<file path="src/saq_pkg.sv">
// shared constants and types for the converter sequencer
package saq_pkg;
  localparam int ADDR_W = 8;
  localparam int DATA_W = 32;
  localparam int RES_W = 10;
  localparam int CH_W = 5;
  localparam int NUM_AUTO = 11;
  localparam logic [4:0] AUTO_LAST = 5'h0A;
  localparam int CNT_W = 16;
  localparam int SLOT_W = 14;

  // register byte addresses
  localparam logic [7:0] OFS_CTRL = 8'h00;
  localparam logic [7:0] OFS_CHSEL = 8'h04;
  localparam logic [7:0] OFS_TEN = 8'h08;
  localparam logic [7:0] OFS_TSMP = 8'h0C;
  localparam logic [7:0] OFS_STAT = 8'h10;
  localparam logic [7:0] OFS_MASK = 8'h14;
  localparam logic [7:0] OFS_STATE = 8'h18;
  localparam logic [7:0] OFS_LAST = 8'h1C;
  localparam logic [7:0] OFS_RES0 = 8'h40;

  // field positions
  localparam int CTRL_W = 4;
  localparam int ST_CONV_BIT = 0;
  localparam int ST_SWEEP_BIT = 1;
  localparam int STAT_W = 2;

  // reset values
  localparam logic [3:0] CTRL_RST = 4'h0;
  localparam logic [15:0] TEN_RST = 16'h0010;
  localparam logic [15:0] TSMP_RST = 16'h0008;
  localparam logic [1:0] MASK_RST = 2'h0;

  // timing
  localparam int CLK_PERIOD_PS = 5000;
  localparam int CONV_CYC = 12;
  localparam int INTA_CYC = 2;
  localparam int CH_PERIOD_NS = 63330;
  localparam int CH_PERIOD_CYC = (CH_PERIOD_NS * 1000) / CLK_PERIOD_PS;
  localparam int FULL_SCALE_MV = 1200;

  typedef enum logic [1:0] {
    MODE_SINGLE = 2'h0,
    MODE_RROBIN = 2'h1,
    MODE_ONCE = 2'h2
  } saq_mode_t;

  typedef struct packed {
    logic cont;
    saq_mode_t mode;
    logic en;
  } saq_ctrl_t;

  typedef enum logic [2:0] {
    ST_IDLE = 3'h0,
    ST_ENWAIT = 3'h1,
    ST_SAMPLE = 3'h3,
    ST_CONVERT = 3'h2,
    ST_INTA = 3'h6,
    ST_SLOT = 3'h7
  } saq_state_t;
endpackage : saq_pkg

</file>
<file path="src/saq_sar_engine.sv">
// successive-approximation bit search, fixed length per conversion
`timescale 1ns/1ps
module saq_sar_engine (
  // clock and reset
  input wire logic mclk,
  input wire logic rst_n,
  // control
  input wire logic go,
  input wire logic clr,
  // comparator side
  input wire logic cmp_hi,
  output logic [saq_pkg::RES_W-1:0] dac_code,
  // result
  output logic busy,
  output logic done,
  output logic [saq_pkg::RES_W-1:0] result
);
  logic [3:0] cnt_q;
  logic busy_q;
  logic done_q;
  logic [saq_pkg::RES_W-1:0] code_q;
  logic [saq_pkg::RES_W-1:0] res_q;

  always_ff @(posedge mclk or negedge rst_n) begin
    if (!rst_n) begin
      cnt_q <= 4'h0;
      busy_q <= 1'b0;
      done_q <= 1'b0;
      code_q <= 10'h000;
      res_q <= 10'h000;
    end else if (clr) begin
      busy_q <= 1'b0;
      done_q <= 1'b0;
    end else begin
      done_q <= 1'b0;
      if (go) begin
        busy_q <= 1'b1;
        cnt_q <= 4'h0;
        code_q <= 10'h200;
      end else if (busy_q) begin
        cnt_q <= cnt_q + 4'h1;
        // the trial bit stays only while the input is above the dac
        if (cnt_q < 4'hA) begin
          if (!cmp_hi) code_q[4'h9 - cnt_q] <= 1'b0;
          if (cnt_q < 4'h9) code_q[4'h8 - cnt_q] <= 1'b1;
        end
        // the go and done flops fill two of the twelve convert cycles
        if (cnt_q == 4'(saq_pkg::CONV_CYC - 3)) begin
          busy_q <= 1'b0;
          done_q <= 1'b1;
          // bit 0 is decided on this edge, so it comes from cmp_hi directly
          res_q <= {code_q[saq_pkg::RES_W-1:1], cmp_hi};
        end
      end
    end
  end

  assign dac_code = code_q;
  assign busy = busy_q;
  assign done = done_q;
  assign result = res_q;

  chk_conv_twelve: assert property (@(posedge mclk) disable iff (!rst_n || clr)
    go |-> ##11 done) else $error("conversion did not end after 12 cycles");
endmodule : saq_sar_engine

</file>
<file path="src/saq_sequencer.sv">
// converter sequencer: modes, timing, results, interrupts, register port
//
// The strobed register port and the address map were chosen for this implementation.
`timescale 1ns/1ps
module saq_sequencer #(
  parameter int CH_PERIOD_CYC = saq_pkg::CH_PERIOD_CYC
) (
  // clock and reset
  input wire logic mclk,
  input wire logic rst_n,
  // register port
  input wire logic [saq_pkg::ADDR_W-1:0] reg_addr,
  input wire logic [saq_pkg::DATA_W-1:0] reg_wdata,
  input wire logic reg_wr,
  input wire logic reg_rd,
  output logic [saq_pkg::DATA_W-1:0] reg_rdata,
  // analog multiplexer and converter
  output logic [saq_pkg::CH_W-1:0] mux_sel,
  output logic sample_en,
  output logic [saq_pkg::RES_W-1:0] dac_code,
  input wire logic cmp_hi,
  // core interrupts
  output logic done_irq,
  output logic irq
);
  logic rst_meta_q;
  logic rst_sync_q;
  saq_pkg::saq_ctrl_t ctrl_q;
  logic [saq_pkg::CH_W-1:0] chsel_q;
  logic [15:0] ten_q;
  logic [15:0] tsmp_q;
  logic [1:0] stat_q;
  logic [1:0] mask_q;
  logic [saq_pkg::RES_W-1:0] last_q;
  logic [saq_pkg::CH_W-1:0] last_ch_q;
  logic [saq_pkg::RES_W-1:0] res_q [0:saq_pkg::NUM_AUTO-1];
  logic [saq_pkg::DATA_W-1:0] rdata_q;
  saq_pkg::saq_state_t state_q;
  saq_pkg::saq_mode_t run_mode_q;
  logic [saq_pkg::CH_W-1:0] ch_q;
  logic [saq_pkg::CNT_W-1:0] cnt_q;
  logic [saq_pkg::SLOT_W-1:0] slot_q;
  logic warm_q;
  logic once_done_q;
  logic single_req_q;
  logic go_q;
  logic abort;
  logic auto_run;
  logic slot_end;
  logic sweep_end;
  logic conv_done;
  logic sar_done;
  logic sar_busy;
  logic [saq_pkg::RES_W-1:0] sar_result;
  logic ctrl_wr;
  logic [1:0] stat_set;

  function automatic logic hit(input logic [7:0] a, input logic [7:0] ofs);
    hit = (a == ofs);
  endfunction : hit

  // result window decode; any offset past channel 10 is not a result
  function automatic logic res_hit(input logic [7:0] a);
    logic [7:0] top;
    top = saq_pkg::OFS_RES0 + 8'(4 * saq_pkg::NUM_AUTO);
    res_hit = (a >= saq_pkg::OFS_RES0) && (a < top) && (a[1:0] == 2'h0);
  endfunction : res_hit

  function automatic logic [3:0] res_idx(input logic [7:0] a);
    logic [7:0] d;
    d = a - saq_pkg::OFS_RES0;
    res_idx = d[5:2];
  endfunction : res_idx

  always_ff @(posedge mclk or negedge rst_n) begin
    if (!rst_n) begin
      rst_meta_q <= 1'b0;
      rst_sync_q <= 1'b0;
    end else begin
      rst_meta_q <= 1'b1;
      rst_sync_q <= rst_meta_q;
    end
  end

  assign ctrl_wr = reg_wr && hit(reg_addr, saq_pkg::OFS_CTRL);

  // configuration registers
  always_ff @(posedge mclk or negedge rst_sync_q) begin
    if (!rst_sync_q) begin
      ctrl_q <= saq_pkg::CTRL_RST;
      chsel_q <= 5'h00;
      ten_q <= saq_pkg::TEN_RST;
      tsmp_q <= saq_pkg::TSMP_RST;
      mask_q <= saq_pkg::MASK_RST;
    end else if (reg_wr) begin
      if (ctrl_wr) begin
        ctrl_q.en <= reg_wdata[0];
        ctrl_q.cont <= reg_wdata[3];
        // the unused mode code is refused so one of three modes holds
        if (reg_wdata[2:1] != 2'h3)
          ctrl_q.mode <= saq_pkg::saq_mode_t'(reg_wdata[2:1]);
      end
      if (hit(reg_addr, saq_pkg::OFS_CHSEL))
        chsel_q <= reg_wdata[4:0];
      if (hit(reg_addr, saq_pkg::OFS_TEN))
        ten_q <= reg_wdata[15:0];
      if (hit(reg_addr, saq_pkg::OFS_TSMP))
        tsmp_q <= reg_wdata[15:0];
      if (hit(reg_addr, saq_pkg::OFS_MASK))
        mask_q <= reg_wdata[1:0];
    end
  end

  assign auto_run = (run_mode_q != saq_pkg::MODE_SINGLE);
  assign abort = (state_q != saq_pkg::ST_IDLE) &&
                 (!ctrl_q.en || ctrl_q.mode != run_mode_q);
  assign slot_end = (slot_q >= saq_pkg::SLOT_W'(CH_PERIOD_CYC - 1));
  assign sweep_end = (state_q == saq_pkg::ST_SLOT) && slot_end &&
                     (ch_q == saq_pkg::AUTO_LAST) &&
                     (run_mode_q == saq_pkg::MODE_ONCE) && !abort;
  assign conv_done = sar_done && (state_q == saq_pkg::ST_CONVERT) && !abort;

  // warm-up, one-shot and pending-start bookkeeping
  always_ff @(posedge mclk or negedge rst_sync_q) begin
    if (!rst_sync_q) begin
      warm_q <= 1'b0;
      once_done_q <= 1'b0;
      single_req_q <= 1'b0;
    end else begin
      if (!ctrl_q.en)
        warm_q <= 1'b0;
      else if (state_q == saq_pkg::ST_ENWAIT &&
               cnt_q + 16'h0001 >= ten_q)
        warm_q <= 1'b1;
      if (!ctrl_q.en || ctrl_q.mode != saq_pkg::MODE_ONCE)
        once_done_q <= 1'b0;
      else if (sweep_end)
        once_done_q <= 1'b1;
      // a channel write is the start request of single mode
      if (reg_wr && hit(reg_addr, saq_pkg::OFS_CHSEL))
        single_req_q <= 1'b1;
      else if (state_q == saq_pkg::ST_IDLE && ctrl_q.en && warm_q &&
               ctrl_q.mode == saq_pkg::MODE_SINGLE)
        single_req_q <= 1'b0;
    end
  end

  // sequencing state machine
  always_ff @(posedge mclk or negedge rst_sync_q) begin
    if (!rst_sync_q) begin
      state_q <= saq_pkg::ST_IDLE;
      run_mode_q <= saq_pkg::MODE_SINGLE;
      ch_q <= 5'h00;
      cnt_q <= 16'h0000;
      go_q <= 1'b0;
    end else begin
      go_q <= 1'b0;
      cnt_q <= cnt_q + 16'h0001;
      if (abort) begin
        state_q <= saq_pkg::ST_IDLE;
      end else begin
        case (state_q)
          saq_pkg::ST_IDLE: begin
            cnt_q <= 16'h0000;
            run_mode_q <= ctrl_q.mode;
            if (ctrl_q.en && !warm_q) begin
              state_q <= saq_pkg::ST_ENWAIT;
            end else if (ctrl_q.en) begin
              case (ctrl_q.mode)
                saq_pkg::MODE_SINGLE: begin
                  if (single_req_q) begin
                    ch_q <= chsel_q;
                    state_q <= saq_pkg::ST_SAMPLE;
                  end
                end
                saq_pkg::MODE_RROBIN: begin
                  ch_q <= 5'h00;
                  state_q <= saq_pkg::ST_SAMPLE;
                end
                saq_pkg::MODE_ONCE: begin
                  if (!once_done_q) begin
                    ch_q <= 5'h00;
                    state_q <= saq_pkg::ST_SAMPLE;
                  end
                end
                default: state_q <= saq_pkg::ST_IDLE;
              endcase
            end
          end
          saq_pkg::ST_ENWAIT: begin
            if (cnt_q + 16'h0001 >= ten_q)
              state_q <= saq_pkg::ST_IDLE;
          end
          saq_pkg::ST_SAMPLE: begin
            // a zero sample time still samples for one cycle
            if (cnt_q + 16'h0001 >= tsmp_q) begin
              go_q <= 1'b1;
              state_q <= saq_pkg::ST_CONVERT;
            end
          end
          saq_pkg::ST_CONVERT: begin
            cnt_q <= 16'h0000;
            if (sar_done)
              state_q <= saq_pkg::ST_INTA;
          end
          saq_pkg::ST_INTA: begin
            if (cnt_q == 16'(saq_pkg::INTA_CYC - 1)) begin
              cnt_q <= 16'h0000;
              if (auto_run)
                state_q <= saq_pkg::ST_SLOT;
              else if (ctrl_q.cont)
                state_q <= saq_pkg::ST_SAMPLE;
              else
                state_q <= saq_pkg::ST_IDLE;
            end
          end
          saq_pkg::ST_SLOT: begin
            cnt_q <= 16'h0000;
            if (slot_end) begin
              if (ch_q != saq_pkg::AUTO_LAST) begin
                ch_q <= ch_q + 5'h01;
                state_q <= saq_pkg::ST_SAMPLE;
              end else if (run_mode_q == saq_pkg::MODE_RROBIN) begin
                ch_q <= 5'h00;
                state_q <= saq_pkg::ST_SAMPLE;
              end else begin
                state_q <= saq_pkg::ST_IDLE;
              end
            end
          end
          default: state_q <= saq_pkg::ST_IDLE;
        endcase
      end
    end
  end

  // per-channel slot timer, restarted at every sample start
  always_ff @(posedge mclk or negedge rst_sync_q) begin
    if (!rst_sync_q)
      slot_q <= 14'h0000;
    else if (state_q != saq_pkg::ST_SAMPLE || cnt_q == 16'h0000)
      slot_q <= (state_q == saq_pkg::ST_SAMPLE) ? 14'h0001 :
                slot_q + 14'h0001;
    else
      slot_q <= slot_q + 14'h0001;
  end

  saq_sar_engine u_sar (
    .mclk(mclk),
    .rst_n(rst_sync_q),
    .go(go_q),
    .clr(abort),
    .cmp_hi(cmp_hi),
    .dac_code(dac_code),
    .busy(sar_busy),
    .done(sar_done),
    .result(sar_result)
  );

  // results: raw codes, 1.2 V full scale on divided voltage channels
  always_ff @(posedge mclk or negedge rst_sync_q) begin
    if (!rst_sync_q) begin
      last_q <= 10'h000;
      last_ch_q <= 5'h00;
      for (int i = 0; i < saq_pkg::NUM_AUTO; i++)
        res_q[i] <= 10'h000;
    end else if (conv_done) begin
      last_q <= sar_result;
      last_ch_q <= ch_q;
      if (auto_run && ch_q <= saq_pkg::AUTO_LAST)
        res_q[ch_q[3:0]] <= sar_result;
    end
  end

  assign stat_set = {sweep_end, conv_done};

  // sticky events; a new event beats a same-cycle write-one clear
  always_ff @(posedge mclk or negedge rst_sync_q) begin
    if (!rst_sync_q)
      stat_q <= 2'h0;
    else if (reg_wr && hit(reg_addr, saq_pkg::OFS_STAT))
      stat_q <= (stat_q & ~reg_wdata[1:0]) | stat_set;
    else
      stat_q <= stat_q | stat_set;
  end

  // reads have no side effects, so sweeps continue undisturbed
  always_ff @(posedge mclk or negedge rst_sync_q) begin
    if (!rst_sync_q) begin
      rdata_q <= 32'h00000000;
    end else if (!reg_rd) begin
      rdata_q <= 32'h00000000;
    end else if (res_hit(reg_addr)) begin
      rdata_q <= {22'h000000, res_q[res_idx(reg_addr)]};
    end else begin
      case (reg_addr)
        saq_pkg::OFS_CTRL: rdata_q <= {28'h0000000, ctrl_q};
        saq_pkg::OFS_CHSEL: rdata_q <= {27'h0000000, chsel_q};
        saq_pkg::OFS_TEN: rdata_q <= {16'h0000, ten_q};
        saq_pkg::OFS_TSMP: rdata_q <= {16'h0000, tsmp_q};
        saq_pkg::OFS_STAT: rdata_q <= {30'h00000000, stat_q};
        saq_pkg::OFS_MASK: rdata_q <= {30'h00000000, mask_q};
        saq_pkg::OFS_STATE:
          rdata_q <= {20'h00000, sar_busy, once_done_q, warm_q,
                      state_q, ch_q, 1'b0};
        saq_pkg::OFS_LAST:
          rdata_q <= {11'h000, last_ch_q, 6'h00, last_q};
        default: rdata_q <= 32'h00000000;
      endcase
    end
  end

  assign reg_rdata = rdata_q;
  assign mux_sel = ch_q;
  assign sample_en = (state_q == saq_pkg::ST_SAMPLE);
  assign done_irq = (state_q == saq_pkg::ST_INTA);
  assign irq = |(stat_q & mask_q);

  chk_done_two: assert property (@(posedge mclk) disable iff (!rst_sync_q ||
    abort) $rose(done_irq) |=> done_irq ##1 !done_irq)
    else $error("done interrupt not held for two cycles");
  chk_result_load: assert property (@(posedge mclk) disable iff (!rst_sync_q)
    conv_done |=> last_q == $past(sar_result) && last_ch_q == $past(ch_q))
    else $error("completed result not captured");
  chk_auto_range: assert property (@(posedge mclk) disable iff (!rst_sync_q)
    state_q == saq_pkg::ST_SAMPLE && auto_run |-> ch_q <= saq_pkg::AUTO_LAST)
    else $error("sweep reached a non-sequenced channel");
  chk_warm_after: assert property (@(posedge mclk) disable iff (!rst_sync_q)
    $rose(warm_q) |-> $past(state_q) == saq_pkg::ST_ENWAIT)
    else $error("warm-up ended outside the enable delay");
  chk_abort_idle: assert property (@(posedge mclk) disable iff (!rst_sync_q)
    abort |=> state_q == saq_pkg::ST_IDLE && $stable(last_q))
    else $error("abort did not stop or disturbed results");
  chk_sweep_irq: assert property (@(posedge mclk) disable iff (!rst_sync_q)
    sweep_end |=> stat_q[saq_pkg::ST_SWEEP_BIT] &&
    state_q == saq_pkg::ST_IDLE)
    else $error("one-time sweep end not flagged");
  chk_rr_wrap: assert property (@(posedge mclk) disable iff (!rst_sync_q)
    state_q == saq_pkg::ST_SLOT && slot_end && !abort &&
    ch_q == saq_pkg::AUTO_LAST && run_mode_q == saq_pkg::MODE_RROBIN
    |=> state_q == saq_pkg::ST_SAMPLE && ch_q == 5'h00)
    else $error("round-robin did not wrap to channel 0");
  chk_cont_restart: assert property (@(posedge mclk) disable iff (!rst_sync_q)
    $fell(done_irq) && !auto_run && ctrl_q.cont && !abort &&
    !$past(abort) |-> state_q == saq_pkg::ST_SAMPLE)
    else $error("continuous single mode did not restart");
  chk_set_wins: assert property (@(posedge mclk) disable iff (!rst_sync_q)
    conv_done |=> stat_q[saq_pkg::ST_CONV_BIT])
    else $error("conversion event lost");
  chk_sweep_store: assert property (@(posedge mclk) disable iff (!rst_sync_q)
    conv_done && auto_run |=> res_q[$past(ch_q[3:0])] == $past(sar_result))
    else $error("sweep result not overwritten");
endmodule : saq_sequencer

</file>
<file path="config.mk">
export PLATFORM = sky130hd
export DESIGN_NAME = saq_sequencer
export DESIGN_NICKNAME = d
export VERILOG_FILES = /design/src/saq_pkg.sv /design/src/saq_sar_engine.sv /design/src/saq_sequencer.sv
export SDC_FILE = /design/constraint.sdc
export NUM_CORES = 1
export LEC_CHECK = 0
export BUFFER_PORTS_ARGS = -buffer_cell sky130_fd_sc_hd__buf_2
export CORE_MARGIN = 3
export CORE_UTILIZATION = 40
export CTS_BUF_LIST = sky130_fd_sc_hd__clkbuf_8
export CTS_CLUSTER_DIAMETER = 100
export DETAILED_ROUTE_END_ITERATION = 7
export GPL_TIMING_DRIVEN = 1
export SYNTH_ARGS = -nofsm -noshare
export SYNTH_HDL_FRONTEND = slang
export SYNTH_SLANG_ARGS = --single-unit
</file>
<file path="constraint.sdc">
create_clock -name mclk -period 7.8 [get_ports mclk]
set_clock_uncertainty 0.2 [all_clocks]
set_input_delay 0.78 -clock mclk [delete_from_list [all_inputs] [get_ports mclk]]
set_output_delay 0.78 -clock mclk [all_outputs]
set_load 0.05 [all_outputs]
</file>
==> impl_metrics.csv <==
group,metric,value,unit
outcome,status,"completed",
synthesis,yosysSeqAreaShare,49.72,%
sta,setup_viol,0,
synthesis,synth.most_common_cell,"dfrtp_1",
power_and_ir_drop,clkPwrFrac,37.3,%
critical_path,r2r-start,"cnt_q[5]",
grt,antenna_found_initial,0,
power_and_ir_drop,internal-power,2165,uW
synthesis,yosysWarnings,0,
critical_path,worst-path-max-fanout,6,
min_path,min_path_type,"reg -> reg",
floorplanning,die_x,188.0,um
clock_network,postCtsSetupRepairBufs,0,
cells_and_area,finish.net_count,1303,
grt,grtUsageTotal,18.44,%
sta,finalCritPeriodShare,49.85,%
critical_path,arrival,4100,ps
drt,wl_per_cell,19.40,um
synthesis,yosysTopAreaCellShare,49.32,%
clock_network,clk_latency,580,ps
place,port_buffers,67,
sta,max-slew-margin-rel,19.48,%
drt,routed_wl,32410,um
critical_path,crit_path_end_kind,"register",
sta,slew_violations,0,
synthesis,synthArstFlopShare,100.0,%
sta,fmax,0.2572,GHz
drt,detail_route.first_pass.iterations,5,
power_and_ir_drop,p_comb_share,14.3,%
clock_network,clk_path_buf_depth,3,
cells_and_area,area_growth_syn_to_layout,11.94,%
sta,period_minus_slack,3888,ps
place,dpl.hpwl,22140,um
power_and_ir_drop,power.density,208.6,mW/mm^2
critical_path,worst-r2r-cell-count,11,
synthesis,dominantRegCellSynth,"dfrtp_1",
synthesis,syn_avg_cell_area,11.66,um^2
drt,via_count,8979,
drt,detail_route.iter0.violations,591,
cells_and_area,fill_cells,2985,
clock_network,cts_tree,"done",
synthesis,syn_area,0.01324,mm^2
cells_and_area,diodes,0,
grt,first_global_vias,9295,
floorplanning,core,0.03212,mm^2
critical_path,crit_start,"cnt_q[5]",
synthesis,synthTopCellsByCount,"dfrtp_1 (261), mux2_2 (156), nor2_1 (74)",
power_and_ir_drop,power_frac_seq,48.4,%
drt,vias_per_cell,5.373,
synthesis,ys_ff_latch,263,
min_path,whs_path_depth,0,
clock_network,clk_pin_slew_worst_paths,60,ps
sta,rsz0062_at_grt,"false",
critical_path,critical_path_class,"reg -> reg",
critical_path,r2r_setup_slack,3910,ps
floorplanning,io_pins,95,
sta,hold_viol,0,
synthesis,synth-edff-count,0,
synthesis,ys_types,66,
grt,grt_pass1_wl,52030,um
grt,gr-total-overflow,0,
floorplanning,die_area,0.03533,mm^2
cells_and_area,drive_gt1_share,27.35,%
drt,antenna_left,0,
synthesis,synthTopCellsByArea,"dfrtp_1 (49%), mux2_2 (13%), ha_1 (4.8%)",
place,dpl-instance-area,0.01399,mm^2
place,gp_congestion,0.8185,
min_path,holdCritStartpoint,"rst_meta_q",
floorplanning,start_util,41.22,%
clock_network,clock_sinks,263,
clock_network,htreeDepth,2,
flow_run,drv_cap,0,
critical_path,startpoint_type,"register",
drt,drcViolationCount,0,
power_and_ir_drop,switching_power,928.5,uW
grt,grt_max_degree,163,
critical_path,worstPathRequired,8020,ps
cells_and_area,final_area,0.01482,mm^2
power_and_ir_drop,leakage,0.007165,uW
power_and_ir_drop,vdd_drop_max,0.0001040,V
clock_network,post_cts_resized,0,
clock_network,numCtsBuffers,45,
floorplanning,num_rows,65,
clock_network,cts_root_buf,"clkbuf_8",
sta,tightest_slew,1205,ps
sta,setup-tns-final,0,ps
synthesis,syn-instance-count,1136,
power_and_ir_drop,swShare,30.02,%
synthesis,yosysTopAreaCell,"dfrtp_1",
floorplanning,dieHeight,188.0,um
-- logic make-up (layout without fill, tap and decap cells) --
group                      Yosys count  count (layout)  share of synthesized area (%)
AOI/OAI and AO/OA                  166             166                          7.700
other                                2              12                        0.05671
and+or+nand+nor                    276             276                          10.99
adders and majority gates           51              51                          4.819
buffers and inverters              124             214                          3.940
muxes                              227             227                          20.94
xor gates and xnor gates            27              27                          1.842
DFF                                263             263                          49.72
-- final timing paths --
check / end
max: state_q[0]
min reg2reg: rst_sync_q
max in group asynchronous: tsmp_q[14]
max reg2reg: state_q[0]
min in group asynchronous: slot_q[5]
min: rst_sync_q
-- state kept, by name (all words and copies together), names as in the netlist, 2 cells and up --
| register | cells |
|---|---|
| reg_rdata | 21 |
| ctrl_q | 4 |
| u_sar.dac_code | 10 |
| tsmp_q | 16 |
| chsel_q | 5 |
| slot_q | 14 |
| run_mode_q | 2 |
| res_q | 110 |
| mux_sel | 5 |
| last_q | 10 |
| state_q | 3 |
| u_sar.cnt_q | 4 |
| cnt_q | 16 |
| mask_q | 2 |
| stat_q | 2 |
| last_ch_q | 5 |
| u_sar.result | 10 |
| ten_q | 16 |
-- per-layer routing --
metal	global-route usage, %	vias up	wire length, um
li1	-	4184	-
met2	29.40	227	14800
met1	25.74	4512	15180
met3	3.066	56	1542
met4	6.061	0	889
met5	0	-	0
-- cells in the final DEF (no fill, tap or decap), types with 22 or more instances in the layout --
| master | instances |
|---|---|
| a21oi_1 | 49 |
| clkbuf_8 | 50 |
| buf_2 | 67 |
| mux2i_1 | 25 |
| dfrtp_1 | 260 |
| nand3_1 | 29 |
| mux4_2 | 22 |
| nor2_1 | 74 |
| o21ai_0 | 48 |
| inv_1 | 71 |
| mux2_1 | 24 |
| ha_1 | 51 |
| mux2_2 | 156 |
| nand2_1 | 57 |
-- critical path: stages (launching register included) --
cell and delay (ps):
dfrtp_1 440, nand4_1 140, nor3_1 490, nand3_1 170, xnor2_1 340, ha_1 330, a21oi_1 130, a21oi_1 80
a2111oi_0 870, nand4_1 250, a31oi_1 230, a41oi_1 60
-- power groups by stage --
stage	Sequential, uW	Combinational [uW]	Clock, uW
final	1500	441	1150
after global routing	1510	503	1260
after CTS	1500	448	1200
after detailed placement	1520	443	0
after global placement	1520	436	0
after floorplan	1520	314	0
-- per-stage QoR --
step / std cells / worst slack [ps] / power, uW / hold WS [ps] / utilization, %
final: 1671 / 3912 / 3093 / 152.7 / 46.15
after global routing: 1671 / 3573 / 3270 / 166.6 / 46.15
after CTS: 1671 / 3889 / 3142 / 155.9 / 46.15
after detailed placement: 1594 / 3918 / 1967 / 142.0 / 43.56
after global placement: 1594 / 3945 / 1959 / 138.0 / 43.56
after floorplan: 1146 / 3289 / 1833 / 131.1 / -
-- repair_timing --
item / CTS / global route
hold buffers: 1 / 0
endpoints found under the setup margin: 0 / 0
hold endpoints to repair: 2 / 0
-- final cells by class --
cell class | count | area [um^2] | share of cell area, %
Multi-Input combinational cell | 759 | 6200 | 41.82
Clock inverter | 26 | 131.4 | 0.8862
Tap cell | 435 | 544.3 | 3.672
Clock buffer | 50 | 688.2 | 4.642
Timing Repair Buffer | 82 | 462.9 | 3.123
Inverter | 56 | 210.2 | 1.418
Sequential cell | 263 | 6588 | 44.44
Power figures use the tool's default switching activity.
